==> src/rtl/qpc_defines.vh <==
// constants for the quad pulse counter bank
`ifndef QPC_DEFINES_VH
`define QPC_DEFINES_VH
// register map: counter n block at n * stride
`define QPC_STRIDE 8'h20
`define QPC_CTRL 3'h0
`define QPC_STAT 3'h1
`define QPC_CURV 3'h2
`define QPC_PRE1 3'h3
`define QPC_PRE2 3'h4
`define QPC_RSTV 3'h5
`define QPC_CFG 3'h6
// global registers
`define QPC_SCAN 8'h80
`define QPC_PINS 8'h84
// control bits
`define QPC_C_CLR 0
`define QPC_C_GATE 1
`define QPC_C_SRST 2
// config fields
`define QPC_F_MODE 1:0
`define QPC_F_KEEP1 2
`define QPC_F_KEEP2 3
`define QPC_F_HWEN 4
`define QPC_F_CMPEN 5
// modes
`define QPC_M_ADD 2'h0
`define QPC_M_DUAL 2'h1
`define QPC_M_UPDN 2'h2
// status bits
`define QPC_S_HWR 0
`define QPC_S_P1 1
`define QPC_S_P2 2
`define QPC_S_OVF 3
`define QPC_S_UNF 4
// reset values
`define QPC_PRE_RST 32'hffffffff
`define QPC_RSTV_RST 32'h00000000
`define QPC_CFG_RST 6'h00
`define QPC_MAXV 32'hffffffff
`endif

==> src/rtl/qpc_top.v <==
// quad 32-bit pulse counter bank with register port
//
// Design decisions made here: the register offsets and the plain strobed port.
`timescale 1ns/100ps
`include "qpc_defines.vh"
module qpc_top (
  input wire i_clk,
  input wire i_srst,
  input wire [7:0] i_addr,
  input wire [31:0] i_wdata,
  input wire i_wr,
  input wire i_rd,
  output reg [31:0] o_rdata,
  input wire [3:0] i_pulse,
  input wire [1:0] i_aux,
  input wire [1:0] i_reset_terminal,
  output reg [3:0] o_cmp_out
);
  // input map: pulse[0..3] per counter, up pulse in dual mode
  // aux[0]/aux[1]: down pulse or direction of counters one/four
  // reset_terminal[0]/[1]: cnt1_reset_terminal, cnt4_reset_terminal

  // forced mode: counters two and three only add
  // mode code three falls back to adding as well
  function [1:0] mode_of;
    input [5:0] cfg;
    input dual;
    begin
      if (!dual)
        mode_of = `QPC_M_ADD;
      else if (cfg[`QPC_F_MODE] == `QPC_M_DUAL)
        mode_of = `QPC_M_DUAL;
      else if (cfg[`QPC_F_MODE] == `QPC_M_UPDN)
        mode_of = `QPC_M_UPDN;
      else
        mode_of = `QPC_M_ADD;
    end
  endfunction

  // software registers
  // all four sets exist; the single-phase pair ignores the extras
  // presets wait here until a reload puts them in force
  reg [2:0] ctrl_q [0:3]; // clear, gate, soft reset
  reg [31:0] pre1_q [0:3]; // preset one (single preset for 2, 3)
  reg [31:0] pre2_q [0:3]; // preset two (counters one, four)
  reg [31:0] rstv_q [0:3]; // reset value (counters one, four)
  reg [5:0] cfg_q [0:3]; // mode, keep, terminal enable, cmp enable
  reg [31:0] snap_q [0:3]; // per-scan copy of the live value

  // bus decode
  // word offsets only; the low two address bits must be zero
  // a write of any value to the scan slot ends a program scan
  wire [2:0] cidx_w; // counter block index
  wire [2:0] ridx_w; // register within block
  wire in_blk_w; // address inside a counter block
  wire scan_w; // end of program scan
  assign cidx_w = i_addr[7:5];
  assign ridx_w = i_addr[4:2];
  assign in_blk_w = (i_addr[7] == 1'b0) && (i_addr[1:0] == 2'h0);
  assign scan_w = i_wr && (i_addr == `QPC_SCAN);

  // synchronised terminals
  // bits 3:0 pulse, 5:4 aux, 7:6 reset terminals
  // a change counts only once stages two and three agree
  wire [7:0] lvl_w; // stable levels
  wire [7:0] rise_w; // one-cycle rising edges

  qpc_sync #(
    .W(8)
  ) u_sync (
    .i_clk(i_clk),
    .i_srst(i_srst),
    .i_pin({i_reset_terminal, i_aux, i_pulse}),
    .o_level_q(lvl_w),
    .o_rise_q(rise_w)
  );

  // per-counter live values and events, flattened
  // event bits per counter follow the status word layout
  // flags gather over a scan and clear at the following scan write
  wire [127:0] cur_w; // live values
  wire [19:0] ev_w; // five events per counter
  wire [19:0] flag_w; // one-scan status flags

  qpc_flag #(
    .W(20)
  ) u_flag (
    .i_clk(i_clk),
    .i_srst(i_srst),
    .i_event(ev_w),
    .i_scan(scan_w),
    .o_flag_q(flag_w)
  );

  genvar gi;
  generate
    for (gi = 0; gi < 4; gi = gi + 1) begin : g_cnt
      // counters one and four have the reversible extras
      // lane select for the aux and terminal pins of this counter
      // the single-phase pair ties those lanes off
      localparam DUAL = (gi == 0) || (gi == 3);
      localparam AX = (gi == 0) ? 0 : 1;

      reg [31:0] val_q; // live count
      reg [31:0] act1_q; // preset one in force
      reg [31:0] act2_q; // preset two in force
      reg [4:0] ev_q; // single-cycle events

      wire [1:0] mode_w;
      wire up_e; // pulse or up-pulse rise
      wire dn_e; // down-pulse rise
      wire dir_w; // direction level
      wire hw_e; // terminal reset event
      wire gate_w;
      wire soft_w;
      wire inc_w;
      wire dec_w;
      wire keep1_w;
      wire keep2_w;
      wire [31:0] rv_w; // value loaded on reload
      wire [31:0] nup_w;
      wire [31:0] ndn_w;

      assign mode_w = mode_of(cfg_q[gi], DUAL);
      assign up_e = rise_w[gi];
      assign dn_e = DUAL ? rise_w[4 + AX] : 1'b0;
      assign dir_w = DUAL ? lvl_w[4 + AX] : 1'b1;
      assign hw_e = DUAL ? (rise_w[6 + AX] & cfg_q[gi][`QPC_F_HWEN]) : 1'b0;
      assign gate_w = ctrl_q[gi][`QPC_C_GATE];
      assign soft_w = ctrl_q[gi][`QPC_C_SRST];
      assign keep1_w = DUAL ? cfg_q[gi][`QPC_F_KEEP1] : 1'b0;
      assign keep2_w = DUAL ? cfg_q[gi][`QPC_F_KEEP2] : 1'b0;
      assign rv_w = DUAL ? rstv_q[gi] : 32'h00000000;
      assign nup_w = val_q + 32'h00000001;
      assign ndn_w = val_q - 32'h00000001;

      // count direction per mode, all gated
      // both strobes together in dual mode cancel out
      assign inc_w = gate_w & (
        (mode_w == `QPC_M_DUAL) ? (up_e & ~dn_e) :
        (mode_w == `QPC_M_UPDN) ? (up_e & dir_w) :
        up_e);
      assign dec_w = gate_w & (
        (mode_w == `QPC_M_DUAL) ? (dn_e & ~up_e) :
        (mode_w == `QPC_M_UPDN) ? (up_e & ~dir_w) :
        1'b0);

      // counting, comparison and reload
      // priority: terminal reset, soft reset, then one count step
      // a count step compares the next value, not the present one
      // so a hit shows on the same edge that stores the value
      // events last one cycle and are gathered per scan downstream
      always @(posedge i_clk) begin
        ev_q <= 5'h00;
        if (i_srst) begin
          val_q <= `QPC_RSTV_RST;
          act1_q <= `QPC_PRE_RST;
          act2_q <= `QPC_PRE_RST;
        end else if (hw_e) begin
          // terminal reset: reload, resample presets, flag
          val_q <= rv_w;
          act1_q <= pre1_q[gi];
          act2_q <= pre2_q[gi];
          ev_q[`QPC_S_HWR] <= 1'b1;
        end else if (soft_w) begin
          // soft reset holds the reload value, no flag
          val_q <= rv_w;
          act1_q <= pre1_q[gi];
          act2_q <= pre2_q[gi];
        end else if (inc_w) begin
          // preset one first, then preset two, then the top
          if (nup_w == act1_q) begin
            ev_q[`QPC_S_P1] <= 1'b1;
            if (keep1_w) begin
              val_q <= nup_w;
            end else begin
              val_q <= rv_w;
              act1_q <= pre1_q[gi];
              act2_q <= pre2_q[gi];
            end
          end else if (DUAL && (nup_w == act2_q)) begin
            ev_q[`QPC_S_P2] <= 1'b1;
            if (keep2_w) begin
              val_q <= nup_w;
            end else begin
              val_q <= rv_w;
              act1_q <= pre1_q[gi];
              act2_q <= pre2_q[gi];
            end
          end else if (DUAL && (nup_w == `QPC_MAXV)) begin
            // reaching the top value is the overflow point
            // overflow fires and the count restarts at the reload value
            ev_q[`QPC_S_OVF] <= 1'b1;
            val_q <= rv_w;
            act1_q <= pre1_q[gi];
            act2_q <= pre2_q[gi];
          end else begin
            val_q <= nup_w;
          end
        end else if (dec_w) begin
          // zero is checked before the presets on the way down
          if (ndn_w == 32'h00000000) begin
            // reached zero going down: underflow and reload
            ev_q[`QPC_S_UNF] <= 1'b1;
            val_q <= rv_w;
            act1_q <= pre1_q[gi];
            act2_q <= pre2_q[gi];
          end else if (ndn_w == act1_q) begin
            ev_q[`QPC_S_P1] <= 1'b1;
            if (keep1_w) begin
              val_q <= ndn_w;
            end else begin
              val_q <= rv_w;
              act1_q <= pre1_q[gi];
              act2_q <= pre2_q[gi];
            end
          end else if (ndn_w == act2_q) begin
            ev_q[`QPC_S_P2] <= 1'b1;
            if (keep2_w) begin
              val_q <= ndn_w;
            end else begin
              val_q <= rv_w;
              act1_q <= pre1_q[gi];
              act2_q <= pre2_q[gi];
            end
          end else begin
            val_q <= ndn_w;
          end
        end
      end

      assign cur_w[32 * gi +: 32] = val_q;
      assign ev_w[5 * gi +: 5] = ev_q;
    end
  endgenerate

  // comparison outputs: set by any hit, cleared by clear bit
  // a hit in the same cycle as the clear bit keeps the output on
  // outputs stay low unless the counter's cmp enable is set
  integer k;
  always @(posedge i_clk) begin
    if (i_srst) begin
      o_cmp_out <= 4'h0;
    end else begin
      for (k = 0; k < 4; k = k + 1) begin
        if (cfg_q[k][`QPC_F_CMPEN] && (ev_w[5 * k + 1 +: 4] != 4'h0)) begin
          o_cmp_out[k] <= 1'b1;
        end else if (ctrl_q[k][`QPC_C_CLR]) begin
          o_cmp_out[k] <= 1'b0;
        end
      end
    end
  end

  // per-scan value copy
  // software sees the count as of the last scan write
  // the live value keeps moving between scans
  integer s;
  always @(posedge i_clk) begin
    if (i_srst) begin
      for (s = 0; s < 4; s = s + 1) begin
        snap_q[s] <= 32'h00000000;
      end
    end else if (scan_w) begin
      for (s = 0; s < 4; s = s + 1) begin
        snap_q[s] <= cur_w[32 * s +: 32];
      end
    end
  end

  // register writes
  // status and current-value slots take no writes
  // unmapped offsets are dropped silently
  integer w;
  always @(posedge i_clk) begin
    if (i_srst) begin
      for (w = 0; w < 4; w = w + 1) begin
        ctrl_q[w] <= 3'h0;
        pre1_q[w] <= `QPC_PRE_RST;
        pre2_q[w] <= `QPC_PRE_RST;
        rstv_q[w] <= `QPC_RSTV_RST;
        cfg_q[w] <= `QPC_CFG_RST;
      end
    end else if (i_wr && in_blk_w && (cidx_w < 3'h4)) begin
      case (ridx_w)
        `QPC_CTRL: begin
          ctrl_q[cidx_w[1:0]] <= i_wdata[2:0];
        end
        `QPC_PRE1: begin
          pre1_q[cidx_w[1:0]] <= i_wdata;
        end
        `QPC_PRE2: begin
          pre2_q[cidx_w[1:0]] <= i_wdata;
        end
        `QPC_RSTV: begin
          rstv_q[cidx_w[1:0]] <= i_wdata;
        end
        `QPC_CFG: begin
          // counters two and three keep only cmp enable
          // mode, keep and terminal bits are dropped for them
          if ((cidx_w == 3'h0) || (cidx_w == 3'h3))
            cfg_q[cidx_w[1:0]] <= i_wdata[5:0];
          else
            cfg_q[cidx_w[1:0]] <= i_wdata[5:0] & 6'h20;
        end
        default: begin
          // read-only or unused slot
        end
      endcase
    end
  end

  // ordinary-input view of unused terminals
  // a terminal in use by its counter reads as zero here
  // levels come from the synchroniser, never the raw pin
  wire [3:0] pins_w;
  assign pins_w[0] = (mode_of(cfg_q[0], 1'b1) == `QPC_M_ADD) ? lvl_w[4] : 1'b0;
  assign pins_w[1] = (mode_of(cfg_q[3], 1'b1) == `QPC_M_ADD) ? lvl_w[5] : 1'b0;
  assign pins_w[2] = cfg_q[0][`QPC_F_HWEN] ? 1'b0 : lvl_w[6];
  assign pins_w[3] = cfg_q[3][`QPC_F_HWEN] ? 1'b0 : lvl_w[7];

  // read data, valid the cycle after the strobe only
  // idle cycles return zero so a stale word never lingers
  // unaligned or unmapped reads also answer zero
  always @(posedge i_clk) begin
    if (i_srst) begin
      o_rdata <= 32'h00000000;
    end else if (!i_rd) begin
      o_rdata <= 32'h00000000;
    end else if (i_addr == `QPC_PINS) begin
      o_rdata <= {28'h0000000, pins_w};
    end else if (in_blk_w && (cidx_w < 3'h4)) begin
      case (ridx_w)
        `QPC_CTRL: o_rdata <= {29'h00000000, ctrl_q[cidx_w[1:0]]};
        `QPC_STAT: o_rdata <= {27'h0000000, flag_w[5 * cidx_w +: 5]};
        `QPC_CURV: o_rdata <= snap_q[cidx_w[1:0]];
        `QPC_PRE1: o_rdata <= pre1_q[cidx_w[1:0]];
        `QPC_PRE2: o_rdata <= pre2_q[cidx_w[1:0]];
        `QPC_RSTV: o_rdata <= rstv_q[cidx_w[1:0]];
        `QPC_CFG: o_rdata <= {26'h0000000, cfg_q[cidx_w[1:0]]};
        default: o_rdata <= 32'h00000000;
      endcase
    end else begin
      o_rdata <= 32'h00000000;
    end
  end
endmodule

==> src/rtl/qpc_sync.v <==
// three-stage input synchroniser with stable level and rise pulse
`timescale 1ns/100ps
module qpc_sync #(
  parameter W = 8
) (
  input wire i_clk,
  input wire i_srst,
  input wire [W-1:0] i_pin,
  output reg [W-1:0] o_level_q,
  output reg [W-1:0] o_rise_q
);
  reg [W-1:0] s1_q; // first stage, read only by s2
  reg [W-1:0] s2_q;
  reg [W-1:0] s3_q;
  wire [W-1:0] agree_w;
  wire [W-1:0] level_d;

  // level moves only when stages two and three agree
  assign agree_w = ~(s2_q ^ s3_q);
  assign level_d = (agree_w & s3_q) | (~agree_w & o_level_q);

  // sampling chain and edge detect
  always @(posedge i_clk) begin
    if (i_srst) begin
      s1_q <= {W{1'b0}};
      s2_q <= {W{1'b0}};
      s3_q <= {W{1'b0}};
      o_level_q <= {W{1'b0}};
      o_rise_q <= {W{1'b0}};
    end else begin
      s1_q <= i_pin;
      s2_q <= s1_q;
      s3_q <= s2_q;
      o_level_q <= level_d;
      o_rise_q <= level_d & ~o_level_q;
    end
  end
endmodule

==> src/rtl/qpc_flag.v <==
// one-scan status flags gathered from single-cycle events
`timescale 1ns/100ps
module qpc_flag #(
  parameter W = 20
) (
  input wire i_clk,
  input wire i_srst,
  input wire [W-1:0] i_event,
  input wire i_scan,
  output reg [W-1:0] o_flag_q
);
  reg [W-1:0] pend_q; // events seen during the current scan

  // events collect in pend, show for exactly one scan
  always @(posedge i_clk) begin
    if (i_srst) begin
      pend_q <= {W{1'b0}};
      o_flag_q <= {W{1'b0}};
    end else if (i_scan) begin
      o_flag_q <= pend_q | i_event;
      pend_q <= {W{1'b0}};
    end else begin
      pend_q <= pend_q | i_event;
    end
  end
endmodule

==> config.mk <==
export PLATFORM = sky130hd
export DESIGN_NAME = qpc_top
export DESIGN_NICKNAME = d
export VERILOG_FILES = /design/src/rtl/qpc_top.v /design/src/rtl/qpc_sync.v /design/src/rtl/qpc_flag.v
export VERILOG_INCLUDE_DIRS = /design/src /design/src/rtl
export SDC_FILE = /design/constraint.sdc
export NUM_CORES = 2
export LEC_CHECK = 0
export BUFFER_PORTS_ARGS = -buffer_cell sky130_fd_sc_hd__buf_2
export CORE_MARGIN = 4
export CORE_UTILIZATION = 34
export CTS_BUF_LIST = sky130_fd_sc_hd__clkbuf_4
export DETAILED_ROUTE_END_ITERATION = 10
export PLACE_DENSITY_LB_ADDON = 0.1
export SYNTH_ARGS = -nofsm -noshare
export SYNTH_HDL_FRONTEND = slang
export SYNTH_SLANG_ARGS = --single-unit
==> constraint.sdc <==
create_clock -name i_clk -period 6.25 [get_ports i_clk]
set_clock_uncertainty 0.15 [all_clocks]
set_input_delay 0.625 -clock i_clk [delete_from_list [all_inputs] [get_ports i_clk]]
set_output_delay 0.625 -clock i_clk [all_outputs]
set_load 0.02 [all_outputs]
# == Word-level counts from Yosys, hierarchy flattened ==
# Memories as Yosys holds them, arrays and structs flattened.
# Index checks and enable logic that the tools add are counted.
# classes
n_addsub,6
n_shift,1
multipliers,1
mux,188
n_bitwise,45
reduce_logical,55
n_lt_le_gt_ge,1
eq_ne,31
# op_table
op,count
32-bit 2-to-1 mux,91
32-bit == test,10
32-bit case mux with 7 select lines,1
"32-bit by 1-bit adder with 32-bit output, second input constant",4
32-bit OR reduction,3
1-bit 2-to-1 mux,76
"32-bit == test, second input constant",2
32-bit logical NOT,2
"32-bit by 1-bit subtractor with 32-bit output, second input constant",2
2-bit 2-to-1 mux,15
8-bit AND,3
8-bit inverter,3
4-bit nonzero test,6
20-bit bitwise OR,1
20-bit by 7-bit indexed part select with 5-bit output,1
6-bit OR reduction,3
1-bit AND,16
"8-bit == test, second input constant",2
2-bit nonzero test,8
1-bit inverter,15
3-bit OR reduction,5
6-bit 2-to-1 mux,2
"6-bit by 3-bit != test with 1-bit output, second input constant",2
6-bit nonzero test,2
other kinds (21),53
# word_totals
memories,6
wordCells,371
out_inout_bits,36
regBits,452
ram_bits,548
inputBits,52
# mem_list
name,words,word_bits,rd,rd_clocked_by_memory_dff,wr,line,source
pre1_q,4,32,5,0,4,qpc_top.v:44,reg [31:0] pre1_q [0:3];
pre2_q,4,32,3,0,4,qpc_top.v:45,reg [31:0] pre2_q [0:3];
rstv_q,4,32,3,0,4,qpc_top.v:46,reg [31:0] rstv_q [0:3];
snap_q,4,32,1,0,4,qpc_top.v:48,reg [31:0] snap_q [0:3];
cfg_q,4,6,5,0,4,qpc_top.v:47,reg [5:0] cfg_q [0:3];
ctrl_q,4,3,5,0,4,qpc_top.v:43,reg [2:0] ctrl_q [0:3];

# == Longest topological paths before layout ==
# An unclocked memory read counts as a cell.
# depth
word_depth,12
ltp_mapped,18
depth_no_buf,13

# == Hierarchy ==
# Synthesis repeated with hierarchy kept, for this count alone.
# hier_totals
cells_unflattened,6362
area_unflattened_um2,59707.3
# by_module_without_submodules
module,seq_area_each_um2,n_inst,area_per_inst_um2,cells_each
qpc_top,23822.8,1,57300.0,6134
qpc_flag,800.8,1,1224.9,129
qpc_sync,800.8,1,1182.4,99

# == Worst setup path after synthesis ==
# No wires, ideal clock.
# synth_path
path_kind,input to register
from,in i_addr[5]
to,mem snap_q[0][0] (enable)
required_time_ns,5.557
setup_ns,0.543
path_stages,7
setup_slack_ns,-0.016
t_arrival_ns,5.572
path_buffers,3
cell_sequence,or2_2 > clkbuf_1 > nor4_1 > and3_1 > clkbuf_1 > or2_2 > clkbuf_1
# synth_lines
item,line,source
from (decl),qpc_top.v:9,"input wire [7:0] i_addr,"
to (decl),qpc_top.v:48,

# == Worst setup path in the final report ==
# layout_path
from,reg g_cnt[3].val_q[0]
to,reg g_cnt[3].val_q[4]
# layout_between
elab_chain_cells,9
elab_cells_between_ends,22
cone_classes,add/sub (2); eq/ne (5); mux (14); reduce/logical (1)
# layout_lines
item,line,source
from (decl),qpc_top.v:104,reg [31:0] val_q;
from (signal assigned),qpc_top.v:156,val_q <= `QPC_RSTV_RST;
from (signal assigned),qpc_top.v:161,val_q <= rv_w;
from (signal assigned),qpc_top.v:167,val_q <= rv_w;
32-bit by 1-bit subtractor with 32-bit output,qpc_top.v:135,assign ndn_w = val_q - 32'h00000001;
32-bit == test or 32-bit 2-to-1 mux (tied branches),"qpc_top.v:217, qpc_top.v:219",
32-bit 2-to-1 mux,qpc_top.v:217,end else if (ndn_w == act2_q) begin
32-bit 2-to-1 mux,qpc_top.v:208,end else if (ndn_w == act1_q) begin
32-bit 2-to-1 mux,qpc_top.v:202,if (ndn_w == 32'h00000000) begin
32-bit 2-to-1 mux,qpc_top.v:200,end else if (dec_w) begin
32-bit 2-to-1 mux (*),qpc_top.v:170,end else if (inc_w) begin
32-bit 2-to-1 mux (*),qpc_top.v:165,end else if (soft_w) begin
32-bit 2-to-1 mux (*),qpc_top.v:159,end else if (hw_e) begin
# Every way passes the cells marked *; elsewhere a longest branch is shown, timed or not. The select of a mux whose other input is x is not followed.
# A chain may end at the register's enable or synchronous reset.

==> results.py <==
metrics = {
    "global_routing": {
        "grt_util_all_layers_pct": 35.2,
        "grt-ovfl-total": 0,
        "grt_pass1_vias": 51007,
        "grt_pass1_wl_mm": 430,
        "grt_max_degree": 153,
        "antenna_found_initial": 34,
    },
    "finish": {
        "nets": 6340,
        "drive_gt1_share_pct": 18.5,
        "area_delta_synth_final_pct": 15.5,
    },
    "drt": {
        "vias": 54673,
        "drt_iter0_markers": 7179,
        "routed_wl_mm": 317,
        "ant_nets": 0,
        "drc_errors": 0,
        "wl_per_cell_um": 36.4,
        "firstDrtPassIters": 6,
        "via_per_inst": 6.27,
    },
    "sta": {
        "hold_viol_final": 0,
        "rsz0062_at_grt": "no",
        "setup_violations": 0,
        "fin_crit_ns": 5.93,
        "fmax_mhz": 169,
        "tns_ns": 0,
        "tightestPinTransition_ns": 1.42,
        "fin_crit_sh_pct": 94.8,
        "drv_slew": 0,
        "slew_headroom_pct": 4.89,
    },
    "power_and_ir_drop": {
        "power_density_nw_per_um2": 256,
        "combPwrFrac_pct": 16.3,
        "p_int_mw": 11.5,
        "p_sw_mw": 5.40,
        "p_clk_share_pct": 38.3,
        "vdd_drop_max_uv": 202,
        "seqPwrFrac_pct": 45.3,
        "switching_share_pct": 32.0,
        "leakage_nw": 24.5,
        "finalPower_mw": 16.9,
    },
    "placed_design": {
        "dp_hpwl_mm": 238,
        "gp_congestion": 1.06,
        "port-buffer-count": 87,
    },
    "yosys": {
        "ys_warn_count": 0,
        "syn-instance-count": 5957,
        "ys_types": 100,
        "synth_area_leader_cell": "edfxtp_1",
        "synth_top_area_share_pct": 28.8,
        "async_reset_ff_share_pct": 0,
        "ys_ff_latch": 980,
        "seq_area_frac_synth_pct": 43.9,
        "yosys-top-cells-area": "edfxtp_1 (29%), dfxtp_1 (15%), mux4_2 (5.4%)",
        "netlist_area_um2": 57200,
        "synth-edff-count": 548,
        "yosys-top-cells-count": "nand2_1 (557), edfxtp_1 (548), nor2_1 (536)",
        "syn_avg_cell_area_um2": 9.60,
        "post-synth-top-count-cell": "nand2_1",
        "ys.flop_type": "edfxtp_1",
    },
    "clock_network": {
        "clk_pin_slew_ns": 0.06,
        "cts_resized": 0,
        "cts_tree": "yes",
        "clockBufferDepth": 4,
        "cts_inserted_buffers": 308,
        "insertion_delay_ns": 1.29,
        "cts_setup_buffers": 0,
        "cts-root-buf": "clkbuf_4",
        "h-tree-depth": 5,
        "cts_num_sinks": 980,
    },
    "die": {
        "dieHeight_um": 418,
        "die_area_um2": 175000,
        "placementRows": 150,
        "initial_core_util_pct": 34.2,
        "fp.dieW_um": 418,
        "ios": 88,
        "core_um2": 167000,
    },
    "critical_path": {
        "crit_arrival_ns": 6.89,
        "end_kind": "flop",
        "r2r_start": "g_cnt[3].val_q[0]$_SDFFE_PP0P_",
        "critical_path_class": "reg -> reg",
        "startpoint": "g_cnt[3].val_q[0]$_SDFFE_PP0P_",
        "crit_fanout": 15,
        "crit_required_ns": 7.21,
        "worst-r2r-setup-slack_ns": 0.32,
        "cp-start-kind": "flop",
    },
    "min_path": {
        "hold_path.class": "in -> reg",
        "hold_start": "i_addr[1]",
    },
    "run_status": {
        "outcome": "completed",
    },
    "flow_run": {
        "maxCapViolCount": 0,
    },
}
repair_timing:
item                       4_1_cts  5_1_grt
hold buffers                    63        0
setup endpoints to repair        0        0
hold endpoints to repair       478        0
power by group through the flow:
| stage | Sequential (mW) | Clock (mW) | Combinational [mW] |
|---|---|---|---|
| 6_report | 7.65 | 6.47 | 2.76 |
| 4_1_cts | 7.62 | 6.61 | 2.69 |
| 5_1_grt | 7.64 | 6.98 | 2.85 |
| 3_5_place_dp | 7.76 | 0 | 2.65 |
| 3_3_place_gp | 7.76 | 0 | 2.67 |
| 2_1_floorplan | 7.38 | 0 | 1.61 |
cells in the final DEF, fill, tap and decap left out, types with 22 or more instances in the layout:
cell           Yosys  layout
nand2_1          557     557
edfxtp_1         548     548
nor2_1           536     528
clkbuf_4           0     467
dfxtp_1          432     432
buf_4              4     333
o21ai_0          319     307
xnor2_1          256     256
a21oi_1          244     239
inv_1            221     221
and3_1           189     187
mux2i_1          186     186
nor3_1           142     142
nand3_1          144     141
mux4_2           138     138
nand4_1          125     125
nor4_1           127     124
xor2_1           107     107
buf_2             35      84
a31oi_1           78      77
a221o_1           76      76
or3_1             75      75
a22oi_1           65      65
dlygate4sd3_1      0      63
clkinv_1           3      55
a211oi_1          53      53
nor2b_1           53      51
o211ai_1          51      51
or4_1             45      45
and2_1            42      41
a31o_1            39      39
and4_1            35      35
nand2b_1          35      33
xnor3_1           28      28
mux2_2            26      26
o21a_1            23      23
nor3b_1           23      23
o221ai_1          22      22
critical path, cell delays in order (launching register included):
cell,delay (ns)
dfxtp_1,0.31
inv_1,0.17
ha_1,0.32
or3b_2,0.68
nor4_2,0.66
buf_4,0.30
a21oi_1,0.10
nor2_1,0.46
o2111a_1,0.35
nand4_1,0.26
or4_4,0.66
a311oi_4,0.35
buf_12,0.22
buf_4,0.27
mux2i_1,0.22
nand2_1,0.08
a211oi_1,0.28
stage by stage:
| step | hold WS, ns | cells | utilization, % | instance area (um^2) | setup slack [ns] |
|---|---|---|---|---|---|
| after floorplan | 0.261 | 5966 | - | 57200 | 0.801 |
| after global placement | 0.274 | 8105 | 36.8 | 61600 | 0.521 |
| after detailed placement | 0.275 | 8105 | 36.8 | 61600 | 0.470 |
| after CTS | 0.000789 | 8702 | 39.5 | 66000 | 0.473 |
| after global routing | 0.0752 | 8710 | 39.5 | 66000 | 0.0401 |
| final | 0.170 | 8721 | 39.5 | 66100 | 0.324 |
per-layer routing:
metal | track usage [%] | part of all wire, %
met5 | 0 | 0.0082
met4 | 19.5 | 6.4
met3 | 7.76 | 9.6
met2 | 53.7 | 44
met1 | 46.5 | 40
registers in the layout, summed over array words and instances (netlist names):
signal,flops
g_cnt.val_q,128
ctrl_q,12
u_sync.o_level_q,8
u_sync.s3_q,8
u_sync.s2_q,8
g_cnt.act1_q,128
u_flag.o_flag_q,12
snap_q,128
g_cnt.act2_q,64
o_rdata,32
u_flag.pend_q,12
pre1_q,128
cfg_q,24
pre2_q,128
o_cmp_out,4
g_cnt.ev_q,12
rstv_q,128
u_sync.o_rise_q,8
u_sync.s1_q,8
area by class of cell:
class / count / area [um^2]
Clock buffer: 467 / 3510
Fill cell: 16870 / 101000
Sequential cell: 980 / 25100
Multi-Input combinational cell: 4263 / 29600
Inverter: 224 / 848
Tap cell: 2204 / 2760
Antenna cell: 19 / 47.5
Clock inverter: 67 / 284
Timing Repair Buffer: 497 / 3870
kinds of logic (layout without fill, tap and decap cells):
family | count (synthesis) | in the layout | synth area share [%]
mux | 350 | 350 | 9.20
fa+ha+maj | 15 | 15 | 0.324
flops | 980 | 980 | 43.9
xor+xnor | 393 | 393 | 6.75
other cells | 1 | 29 | 0.00656
compound gates | 1263 | 1263 | 15.1
simple gates | 2232 | 2232 | 19.8
buf+inv | 723 | 1255 | 4.98
path summary, 6_finish.rpt:
| kind | endpoint | depth (start not counted) |
|---|---|---|
| worst min-delay path | u_flag.o_flag_q[19]$_SDFFE_PP0P_ | 6 |
| worst max register to register | g_cnt[3].val_q[4]$_SDFFE_PP0P_ | 16 |
| worst min register to register | u_sync.o_rise_q[3]$_SDFF_PP0_ | 1 |
| worst max-delay path | g_cnt[3].val_q[4]$_SDFFE_PP0P_ | 16 |
Note: power is estimated with default switching activity, not from simulation.
